[config.mk]
export PLATFORM = sky130hd
export DESIGN_NAME = csc_top
export DESIGN_NICKNAME = d
export VERILOG_FILES = /design/src/hdl/csc_pkg.sv /design/src/hdl/csc_osc_if.sv /design/src/hdl/csc_osc.sv /design/src/hdl/csc_top.sv
export SDC_FILE = /design/constraint.sdc
export NUM_CORES = 1
export LEC_CHECK = 0
export BUFFER_PORTS_ARGS = -buffer_cell sky130_fd_sc_hd__buf_2
export CAP_MARGIN = 40
export CORE_MARGIN = 8
export CORE_UTILIZATION = 45
export CTS_CLUSTER_SIZE = 25
export DETAILED_ROUTE_END_ITERATION = 16
export GPL_TIMING_DRIVEN = 0
export SLEW_MARGIN = 20
export SYNTH_ARGS = -nofsm -noshare
export SYNTH_HDL_FRONTEND = slang
export SYNTH_SLANG_ARGS = --single-unit
[constraint.sdc]
create_clock -name aclk -period 7.8 [get_ports aclk]
set_input_delay 1.17 -clock aclk [delete_from_list [all_inputs] [get_ports aclk]]
set_output_delay 1.17 -clock aclk [all_outputs]
set_load 0.02 [all_outputs]
[src/hdl/csc_pkg.sv]
// constants, field layout and types of the system clock source control
package csc_pkg;
    localparam int unsigned CLK_PERIOD_NS    = 10;
    localparam int unsigned STARTUP_DELAY_NS = 10000;
    localparam int unsigned STARTUP_CYC      =
        (STARTUP_DELAY_NS + CLK_PERIOD_NS - 1) / CLK_PERIOD_NS;
    localparam int unsigned DLY_W            = 10;
    localparam logic [DLY_W-1:0] STARTUP_LAST = DLY_W'(STARTUP_CYC - 1);

    localparam int unsigned ACC_W     = 24;
    localparam logic [23:0] HF_STEP   = 24'h147ae1;
    localparam logic [23:0] LF_STEP   = 24'h001451;
    localparam int unsigned TRIM_SHIFT = 14;
    localparam int unsigned TRIM_W    = 5;
    localparam logic [4:0]  TRIM_RST  = 5'h00;
    localparam logic [2:0]  SLEW_DONE = 3'h4;
    localparam logic [3:0]  HF_STABLE_TICKS = 4'h4;
    localparam logic [3:0]  LF_STABLE_TICKS = 4'h2;

    localparam logic [1:0]  FREQ_31K  = 2'h0;
    localparam logic [1:0]  FREQ_1M   = 2'h1;
    localparam logic [1:0]  FREQ_4M   = 2'h2;
    localparam logic [1:0]  FREQ_8M   = 2'h3;
    localparam logic [1:0]  FREQ_RST  = FREQ_1M;
    localparam logic [2:0]  POST_1M_LAST = 3'h7;

    localparam int unsigned ADDR_W        = 4;
    localparam logic [3:0]  OSC_CTRL_OFS  = 4'h0;
    localparam logic [3:0]  OSC_TUNE_OFS  = 4'h4;
    localparam int unsigned FREQ_SEL_LSB  = 4;
    localparam int unsigned HF_STABLE_BIT = 2;
    localparam int unsigned LF_STABLE_BIT = 1;

    localparam logic [1:0]  RESP_OKAY   = 2'h0;
    localparam logic [1:0]  RESP_SLVERR = 2'h2;

    typedef enum logic [1:0] {ST_HOLD, ST_RUN, ST_SLEEP} csc_pwr_t;
endpackage

[src/hdl/csc_osc_if.sv]
// oscillator control and status bundle between control and oscillator model
`timescale 1ns/1ns
interface csc_osc_if;
    logic              run;
    logic [23:0]       step;
    logic              tick;
    logic              stable;
    modport ctrl (output run, output step, input tick, input stable);
    modport osc  (input run, input step, output tick, output stable);
endinterface

[src/hdl/csc_osc.sv]
// phase-accumulator oscillator model with start-up stability count
`timescale 1ns/1ns
module csc_osc #(
    parameter logic [3:0] STABLE_TICKS = 4'h4
) (
    input wire logic aclk,
    input wire logic aresetn,
    csc_osc_if.osc   o
);
    import csc_pkg::*;

    logic [ACC_W:0]   sum;
    logic [ACC_W-1:0] acc_q;
    logic             tick_q;
    logic [3:0]       cnt_q;

    assign sum = {1'b0, acc_q} + {1'b0, o.step};

    // stopping the oscillator clears its phase so a restart begins cleanly
    always_ff @(posedge aclk) begin
        if (!aresetn || !o.run) begin
            acc_q  <= '0;
            tick_q <= 1'b0;
        end else begin
            acc_q  <= sum[ACC_W-1:0];
            tick_q <= sum[ACC_W];
        end
    end

    always_ff @(posedge aclk) begin
        if (!aresetn || !o.run) begin
            cnt_q <= '0;
        end else if (tick_q && cnt_q != STABLE_TICKS) begin
            cnt_q <= cnt_q + 4'h1;
        end
    end

    assign o.tick   = tick_q;
    assign o.stable = o.run && (cnt_q == STABLE_TICKS);
endmodule

[src/hdl/csc_top.sv]
// system clock source control with axi4-lite register access
// Function
// external clock input drives the system clock when source select is one
// internal oscillators drive the system clock when source select is zero
// outside party supplies a logic clock, DC to 20 MHz, on the input pin
// stopped external clock halts the block with all state kept
// frequency select: 11 8 MHz, 10 4 MHz, 01 1 MHz default, 00 31 kHz
// trim only affects the high-frequency oscillator, never the low one
// trim is 5-bit two's complement, resets to zero
// trim change slews gradually, settling within eight base cycles
// system keeps running during a trim slew, no completion flag
// stable flags read one only while their oscillator runs stable
// output enabled drives selected clock divided by four, pin reads zero
// output disable releases the pin for general purpose use
// about 10 us hold-off after power-on or wake, any source
// wake hold-off applies even if the oscillator kept running
// unimplemented register bits read as zero
// 8 MHz high oscillator, postscaler for 4 and 1 MHz, separate 31 kHz
// frequency select changes switch the clock without runt pulses
`timescale 1ns/1ns
module csc_top (
    input  wire logic              aclk,
    input  wire logic              aresetn,
    input  wire logic [csc_pkg::ADDR_W-1:0] s_axi_awaddr,
    input  wire logic              s_axi_awvalid,
    output logic                   s_axi_awready,
    input  wire logic [31:0]       s_axi_wdata,
    input  wire logic [3:0]        s_axi_wstrb,
    input  wire logic              s_axi_wvalid,
    output logic                   s_axi_wready,
    output logic [1:0]             s_axi_bresp,
    output logic                   s_axi_bvalid,
    input  wire logic              s_axi_bready,
    input  wire logic [csc_pkg::ADDR_W-1:0] s_axi_araddr,
    input  wire logic              s_axi_arvalid,
    output logic                   s_axi_arready,
    output logic [31:0]            s_axi_rdata,
    output logic [1:0]             s_axi_rresp,
    output logic                   s_axi_rvalid,
    input  wire logic              s_axi_rready,
    input  wire logic              clock_source_select,
    input  wire logic              clock_output_disable,
    input  wire logic              clock_input_pin,
    input  wire logic              sleep_req,
    input  wire logic              periph_keeps_osc,
    output logic                   sys_clk_en,
    output logic                   core_run,
    input  wire logic              clock_output_pin_i,
    output logic                   clock_output_pin_o,
    output logic                   clock_output_pin_oe,
    output logic                   gpio_pin_read
);
    import csc_pkg::*;

    csc_osc_if hf_if ();
    csc_osc_if lf_if ();

    csc_pwr_t               state_q;
    logic [DLY_W-1:0]       delay_q;
    logic [1:0]             freq_sel_q;
    logic [1:0]             freq_act_q;
    logic [TRIM_W-1:0]      trim_q;
    logic signed [ACC_W:0]  from_q;
    logic signed [ACC_W:0]  to_q;
    logic signed [ACC_W:0]  diff;
    logic signed [ACC_W:0]  cur_step;
    logic [2:0]             slew_k_q;
    logic [2:0]             post_q;
    logic                   clk_in_q;
    logic                   ext_tick_q;
    logic                   int_tick;
    logic                   src_tick;
    logic                   osc_on;
    logic                   cko_half_q;
    logic                   cko_q;
    logic                   gpio_q;
    logic                   aw_q;
    logic                   w_q;
    logic [ADDR_W-1:0]      awaddr_q;
    logic [7:0]             wdata_q;
    logic                   wstrb0_q;
    logic                   commit;
    logic                   bvalid_q;
    logic [1:0]             bresp_q;
    logic                   rvalid_q;
    logic [1:0]             rresp_q;
    logic [31:0]            rdata_q;

    function automatic logic signed [ACC_W:0] trim_target(
        input logic [TRIM_W-1:0] t
    );
        logic signed [ACC_W:0] ext;
        ext = $signed({{(ACC_W+1-TRIM_W){t[TRIM_W-1]}}, t});
        return $signed({1'b0, HF_STEP}) + (ext <<< TRIM_SHIFT);
    endfunction

    csc_osc #(.STABLE_TICKS(HF_STABLE_TICKS)) u_hf (
        .aclk    (aclk),
        .aresetn (aresetn),
        .o       (hf_if.osc)
    );

    csc_osc #(.STABLE_TICKS(LF_STABLE_TICKS)) u_lf (
        .aclk    (aclk),
        .aresetn (aresetn),
        .o       (lf_if.osc)
    );

    // hold-off after reset release or wake, counted in aclk cycles
    always_ff @(posedge aclk) begin
        if (!aresetn) begin
            state_q <= ST_HOLD;
            delay_q <= '0;
        end else begin
            unique case (state_q)
                ST_HOLD: begin
                    if (delay_q == STARTUP_LAST) begin
                        state_q <= ST_RUN;
                    end else begin
                        delay_q <= delay_q + 1'b1;
                    end
                end
                ST_RUN: begin
                    if (sleep_req) begin
                        state_q <= ST_SLEEP;
                    end
                end
                ST_SLEEP: begin
                    // memory bias needs settling even with a live clock
                    if (!sleep_req) begin
                        state_q <= ST_HOLD;
                        delay_q <= '0;
                    end
                end
            endcase
        end
    end

    assign core_run = (state_q == ST_RUN);
    assign osc_on   = (state_q != ST_SLEEP) || periph_keeps_osc;

    // only the selected internal oscillator runs, saving power
    assign hf_if.run = osc_on && !clock_source_select
                       && (freq_act_q != FREQ_31K);
    assign lf_if.run = osc_on && !clock_source_select
                       && (freq_act_q == FREQ_31K);
    assign lf_if.step = LF_STEP;

    // trim slews in quarter steps per base tick, done in four ticks
    assign diff = to_q - from_q;
    always_comb begin
        unique case (slew_k_q)
            3'h0:    cur_step = from_q;
            3'h1:    cur_step = from_q + (diff >>> 2);
            3'h2:    cur_step = from_q + (diff >>> 1);
            3'h3:    cur_step = from_q + (diff >>> 1) + (diff >>> 2);
            default: cur_step = to_q;
        endcase
    end
    assign hf_if.step = cur_step[ACC_W-1:0];

    always_ff @(posedge aclk) begin
        if (!aresetn) begin
            from_q   <= trim_target(TRIM_RST);
            to_q     <= trim_target(TRIM_RST);
            slew_k_q <= SLEW_DONE;
        end else if (commit && wstrb0_q && awaddr_q == OSC_TUNE_OFS) begin
            from_q   <= cur_step;
            to_q     <= trim_target(wdata_q[TRIM_W-1:0]);
            slew_k_q <= '0;
        end else if (hf_if.tick && slew_k_q != SLEW_DONE) begin
            slew_k_q <= slew_k_q + 3'h1;
        end
    end

    // postscaler derives 4 and 1 MHz from the 8 MHz oscillator
    always_ff @(posedge aclk) begin
        if (!aresetn || !hf_if.run) begin
            post_q <= '0;
        end else if (hf_if.tick) begin
            post_q <= post_q + 3'h1;
        end
    end

    always_comb begin
        unique case (freq_act_q)
            FREQ_8M:  int_tick = hf_if.tick;
            FREQ_4M:  int_tick = hf_if.tick && post_q[0];
            FREQ_1M:  int_tick = hf_if.tick && post_q == POST_1M_LAST;
            FREQ_31K: int_tick = lf_if.tick;
        endcase
    end

    // input pin is synchronous; a stopped pin simply yields no ticks
    always_ff @(posedge aclk) begin
        if (!aresetn) begin
            clk_in_q   <= 1'b0;
            ext_tick_q <= 1'b0;
        end else begin
            clk_in_q   <= clock_input_pin;
            ext_tick_q <= clock_input_pin && !clk_in_q;
        end
    end

    assign src_tick = clock_source_select ? ext_tick_q : int_tick;
    assign sys_clk_en = core_run && src_tick;

    // new selection takes effect on a period boundary of the old one, or at once while the external source is selected or the core is not running
    always_ff @(posedge aclk) begin
        if (!aresetn) begin
            freq_act_q <= FREQ_RST;
        end else if (clock_source_select || !core_run || int_tick) begin
            freq_act_q <= freq_sel_q;
        end
    end

    // output toggles every second tick: a full period is four ticks
    always_ff @(posedge aclk) begin
        if (!aresetn) begin
            cko_half_q <= 1'b0;
            cko_q      <= 1'b0;
        end else if (src_tick) begin
            cko_half_q <= !cko_half_q;
            if (cko_half_q) begin
                cko_q <= !cko_q;
            end
        end
    end

    always_ff @(posedge aclk) begin
        if (!aresetn) begin
            gpio_q <= 1'b0;
        end else begin
            gpio_q <= clock_output_disable && clock_output_pin_i;
        end
    end

    assign clock_output_pin_o  = cko_q;
    assign clock_output_pin_oe = !clock_output_disable;
    assign gpio_pin_read       = gpio_q;

    // axi4-lite write: address and data taken in either order
    assign s_axi_awready = !aw_q && !bvalid_q;
    assign s_axi_wready  = !w_q && !bvalid_q;
    assign commit        = aw_q && w_q && !bvalid_q;

    always_ff @(posedge aclk) begin
        if (!aresetn) begin
            aw_q     <= 1'b0;
            awaddr_q <= '0;
        end else if (s_axi_awvalid && s_axi_awready) begin
            aw_q     <= 1'b1;
            awaddr_q <= s_axi_awaddr;
        end else if (commit) begin
            aw_q     <= 1'b0;
        end
    end

    always_ff @(posedge aclk) begin
        if (!aresetn) begin
            w_q      <= 1'b0;
            wdata_q  <= '0;
            wstrb0_q <= 1'b0;
        end else if (s_axi_wvalid && s_axi_wready) begin
            w_q      <= 1'b1;
            wdata_q  <= s_axi_wdata[7:0];
            wstrb0_q <= s_axi_wstrb[0];
        end else if (commit) begin
            w_q      <= 1'b0;
        end
    end

    always_ff @(posedge aclk) begin
        if (!aresetn) begin
            freq_sel_q <= FREQ_RST;
            trim_q     <= TRIM_RST;
        end else if (commit && wstrb0_q) begin
            if (awaddr_q == OSC_CTRL_OFS) begin
                freq_sel_q <= wdata_q[FREQ_SEL_LSB +: 2];
            end
            if (awaddr_q == OSC_TUNE_OFS) begin
                trim_q <= wdata_q[TRIM_W-1:0];
            end
        end
    end

    always_ff @(posedge aclk) begin
        if (!aresetn) begin
            bvalid_q <= 1'b0;
            bresp_q  <= RESP_OKAY;
        end else if (commit) begin
            bvalid_q <= 1'b1;
            bresp_q  <= (awaddr_q == OSC_CTRL_OFS || awaddr_q == OSC_TUNE_OFS)
                        ? RESP_OKAY : RESP_SLVERR;
        end else if (s_axi_bready) begin
            bvalid_q <= 1'b0;
        end
    end

    assign s_axi_bvalid = bvalid_q;
    assign s_axi_bresp  = bresp_q;

    // axi4-lite read, one outstanding; unused bits stay zero
    assign s_axi_arready = !rvalid_q;

    always_ff @(posedge aclk) begin
        if (!aresetn) begin
            rvalid_q <= 1'b0;
            rresp_q  <= RESP_OKAY;
            rdata_q  <= '0;
        end else if (s_axi_arvalid && s_axi_arready) begin
            rvalid_q <= 1'b1;
            rresp_q  <= RESP_OKAY;
            rdata_q  <= '0;
            if (s_axi_araddr == OSC_CTRL_OFS) begin
                rdata_q[FREQ_SEL_LSB +: 2] <= freq_sel_q;
                rdata_q[HF_STABLE_BIT]     <= hf_if.stable;
                rdata_q[LF_STABLE_BIT]     <= lf_if.stable;
            end else if (s_axi_araddr == OSC_TUNE_OFS) begin
                rdata_q[TRIM_W-1:0] <= trim_q;
            end else begin
                rresp_q <= RESP_SLVERR;
            end
        end else if (s_axi_rready) begin
            rvalid_q <= 1'b0;
        end
    end

    assign s_axi_rvalid = rvalid_q;
    assign s_axi_rresp  = rresp_q;
    assign s_axi_rdata  = rdata_q;
endmodule

==> run_results.csv <==
group,metric,value,unit
global_routing,grt_first_pass_wirelength,48.1,mm
placement,place_area,11600,sq um
drt,wl_per_cell,16.5,um
global_routing,grt_max_degree,17,
setup_path,r2r_setup_slack,610,ps
setup_path,cp-start-kind,"flip-flop",
synth,ys_warn_count,0,
floorplan,rows,57,
synth,synthFlopType,"dfxtp_1",
synth,async_flop_share,0,%
global_routing,antenna_found_initial,0,
floorplan,dieArea,29300,sq um
placement,gp_congestion,0.890,
power,powerDensity,145,nW/um^2
drt,vias,9871,
drt,drc,0,
drt,drtPass1Iterations,5,
synth,netlist_area,10900,sq um
clock_tree,htree_levels,4,
floorplan,io_pins,103,
run,maxCapViolations,0,
placement,io_buffers,44,
synth,synthTopCellsByArea,"dfxtp_1, ha_1, xnor2_1",
synth,yosysMostFrequentCell,"nor2_1",
setup_path,crit_path_end_kind,"flip-flop",
synth,seq_area_frac_synth,26.6,%
placement,hpwl,23.4,mm
global_routing,grt_pass1_vias,9463,
floorplan,chipWidth,171,um
cells_and_area,utilization,50.8,%
clock_tree,cts_made_buffers,17,
synth,yosysTopAreaCellShare,26.6,%
global_routing,grt.overflow.total,0,
sta,fin_crit,7190,ps
cells_and_area,area_delta_synth_final,12.5,%
setup_path,cp_max_fo,10,
global_routing,grtUsageMet3,3.17,%
floorplan,core_area,24000,sq um
clock_tree,clockBufferDepth,2,
global_routing,top_usage_layer,"met2",
clock_tree,cts_sinks,144,
sta,grt_setup_unrepaired,"no",
setup_path,worst_ep_arrival_time,7490,ps
cells_and_area,nNetsFinal,1616,
synth,avgSynthCellArea,7.95,sq um
floorplan,die_h,171,um
sta,fin_setup_tns,0,ps
synth,synth_area_leader_cell,"dfxtp_1",
clock_tree,cts.clk_slew.worst_paths,60,ps
cells_and_area,drive_above_1_share,10.3,%
floorplan,start_util,45.2,%
drt,drt_iter0_drc,593,
sta,max_slew_margin,43.8,%
worst_hold_path,hold_class,"reg -> reg",
global_routing,track_usage,20.5,%
setup_path,critPathMaxStageDelay,460,ps
clock_tree,worst_skew_pair.late_latency,430,ps
power,ir_drop,0.140,mV
global_routing,grtUsageMet1,26.2,%
synth,synth_edf_count,0,
synth,postSynthCellCount,1365,
synth,ys_top_cells_by_count,"nor2_1, dfxtp_1, nand2_1, a21oi_1, ha_1",
setup_path,crit_path_top_delay_cell,"a21boi_1",
cells_and_area,diodes,0,
drt,wirelength,29.6,mm
sta,clock.fmax,139,MHz
setup_path,crit_required,8090,ps
setup_path,crit_type,"reg -> reg",
sta,min_period_over_period,92.2,%
sta,hold_viol,0,
sta,drv_slew,0,
status,outcome,"finished clean",
synth,yosysUniqueCellTypes,84,
drt,avgViaCountPerCell,5.51,
clock_tree,cts_tree,"built",
drt,ant_nets,0,
sta,setup_viol,0,
placement,place_ws,281,ps
sta,finClkSkew,6.91,ps
cells_and_area,design_area,12200,sq um
synth,ys_ff_latch,144,
clock_tree,clockRootBuffer,"clkbuf_16",
sta,worst-slew-pin-transition,822,ps
global_routing,grtUsageMet2,34.1,%
sta,layout_setup_ws,607,ps
power,power.leakage,5.43,nW
-- flip-flops by register name (all words and copies together) (netlist names), 2 cells and up --
name         cells
state_q          2
trim_q           5
u_lf.acc_q      24
slew_k_q         3
s_axi_rdata      6
u_hf.cnt_q       4
to_q             6
freq_act_q       2
wdata_q          6
freq_sel_q       2
u_lf.cnt_q       4
post_q           3
from_q          25
delay_q         10
awaddr_q         4
u_hf.acc_q      24
-- power breakdown --
| group | leakage [nW] | switching (mW) | internal [mW] |
|---|---|---|---|
| clock network | 0.291 | 0.343 | 0.494 |
| registers | 1.17 | 0.0110 | 0.752 |
| logic | 3.97 | 0.0993 | 0.0663 |
-- kinds of logic (layout without fill, tap and decap cells) --
family	after synthesis	in the layout	share of synthesized area, %
DFF	144	144	26.6
xor gates and xnor gates	123	123	9.92
and+or+nand+nor	459	459	20.0
buffers and inverters	129	205	5.62
adders and majority gates	104	104	12.1
other	1	28	0.0345
muxes	30	30	2.90
AOI/OAI and AO/OA	375	375	22.9
-- worst max-delay path: cells and delay by family, from the launching register on --
family,cells,cell delay [ps]
XOR/XNOR,4,610
AND/OR/NAND/NOR,8,1220
flip-flops,1,320
multiplexers,1,290
buffers and inverters,4,490
adder cells (fa/ha/maj),4,1190
AO/OA/AOI/OAI,13,2920
-- path summary, 6_finish.rpt --
kind | end | depth (start not counted) | start
max reg2reg | u_hf.acc_q[21] | 34 | from_q[2]
min | ext_tick_q | 1 | clk_in_q
min reg2reg | ext_tick_q | 1 | clk_in_q
max | u_hf.acc_q[21] | 34 | from_q[2]
-- timing repair --
| action | in CTS | in global routing |
|---|---|---|
| buffers inserted | 0 | 0 |
| endpoints found under the setup margin | 0 | 5 |
| resized for setup | 0 | 5 |
| hold buffers | 0 | 0 |
-- cell type report --
cell class	instances	area [sq um]
multi-input combinational	1119	7490
clock inverter	13	150
timing repair buffer	45	228
tap	324	405
inverter	47	176
sequential	144	2880
clock buffer	19	453
fill	2402	11800
buffer	81	430
-- per-layer routing --
metal  share of wire [%]  vias to the layer above
met3                 4.5                       56
met1                  46                     4585
li1                    -                     5009
met4                 3.3                        0
met2                  46                      221
met5                   0                        -
-- per-stage QoR --
step | power [mW] | cells | hold WS, ps
CTS | 1.78 | 1792 | 383
global placement | 0.942 | 1760 | 371
finish | 1.77 | 1792 | 383
detailed placement | 0.943 | 1760 | 374
floorplan | 0.902 | 1392 | 367
global route | 1.83 | 1792 | 401
-- cells in the final DEF, fill, tap and decap left out, types with 6 or more instances in the layout --
master / netlist / final
o21ai_0: 54 / 54
buf_2: 5 / 49
nor2b_1: 21 / 21
inv_1: 45 / 45
a31oi_1: 18 / 17
nor2_1: 150 / 150
o211ai_1: 10 / 10
and3_1: 17 / 17
xor2_1: 55 / 55
o21a_1: 14 / 14
dfxtp_1: 144 / 144
mux2_2: 12 / 12
nand4_1: 11 / 11
nand2_1: 132 / 132
buf_4: 30 / 30
conb_1: 1 / 28
and2_1: 15 / 15
a221o_1: 7 / 7
a211oi_1: 19 / 19
clkbuf_16: 0 / 17
a22oi_1: 7 / 7
o21bai_1: 15 / 15
or3_1: 13 / 13
xnor2_1: 68 / 67
o21ai_1: 13 / 13
ha_1: 102 / 102
nand3_1: 36 / 36
a211o_1: 9 / 9
nor3_1: 21 / 21
mux2i_1: 18 / 18
nor4_1: 6 / 6
a21oi_1: 106 / 104
a21o_1: 43 / 43
nand2b_1: 12 / 12
clkbuf_1: 44 / 43
Note: power is estimated with default switching activity, not from simulation.
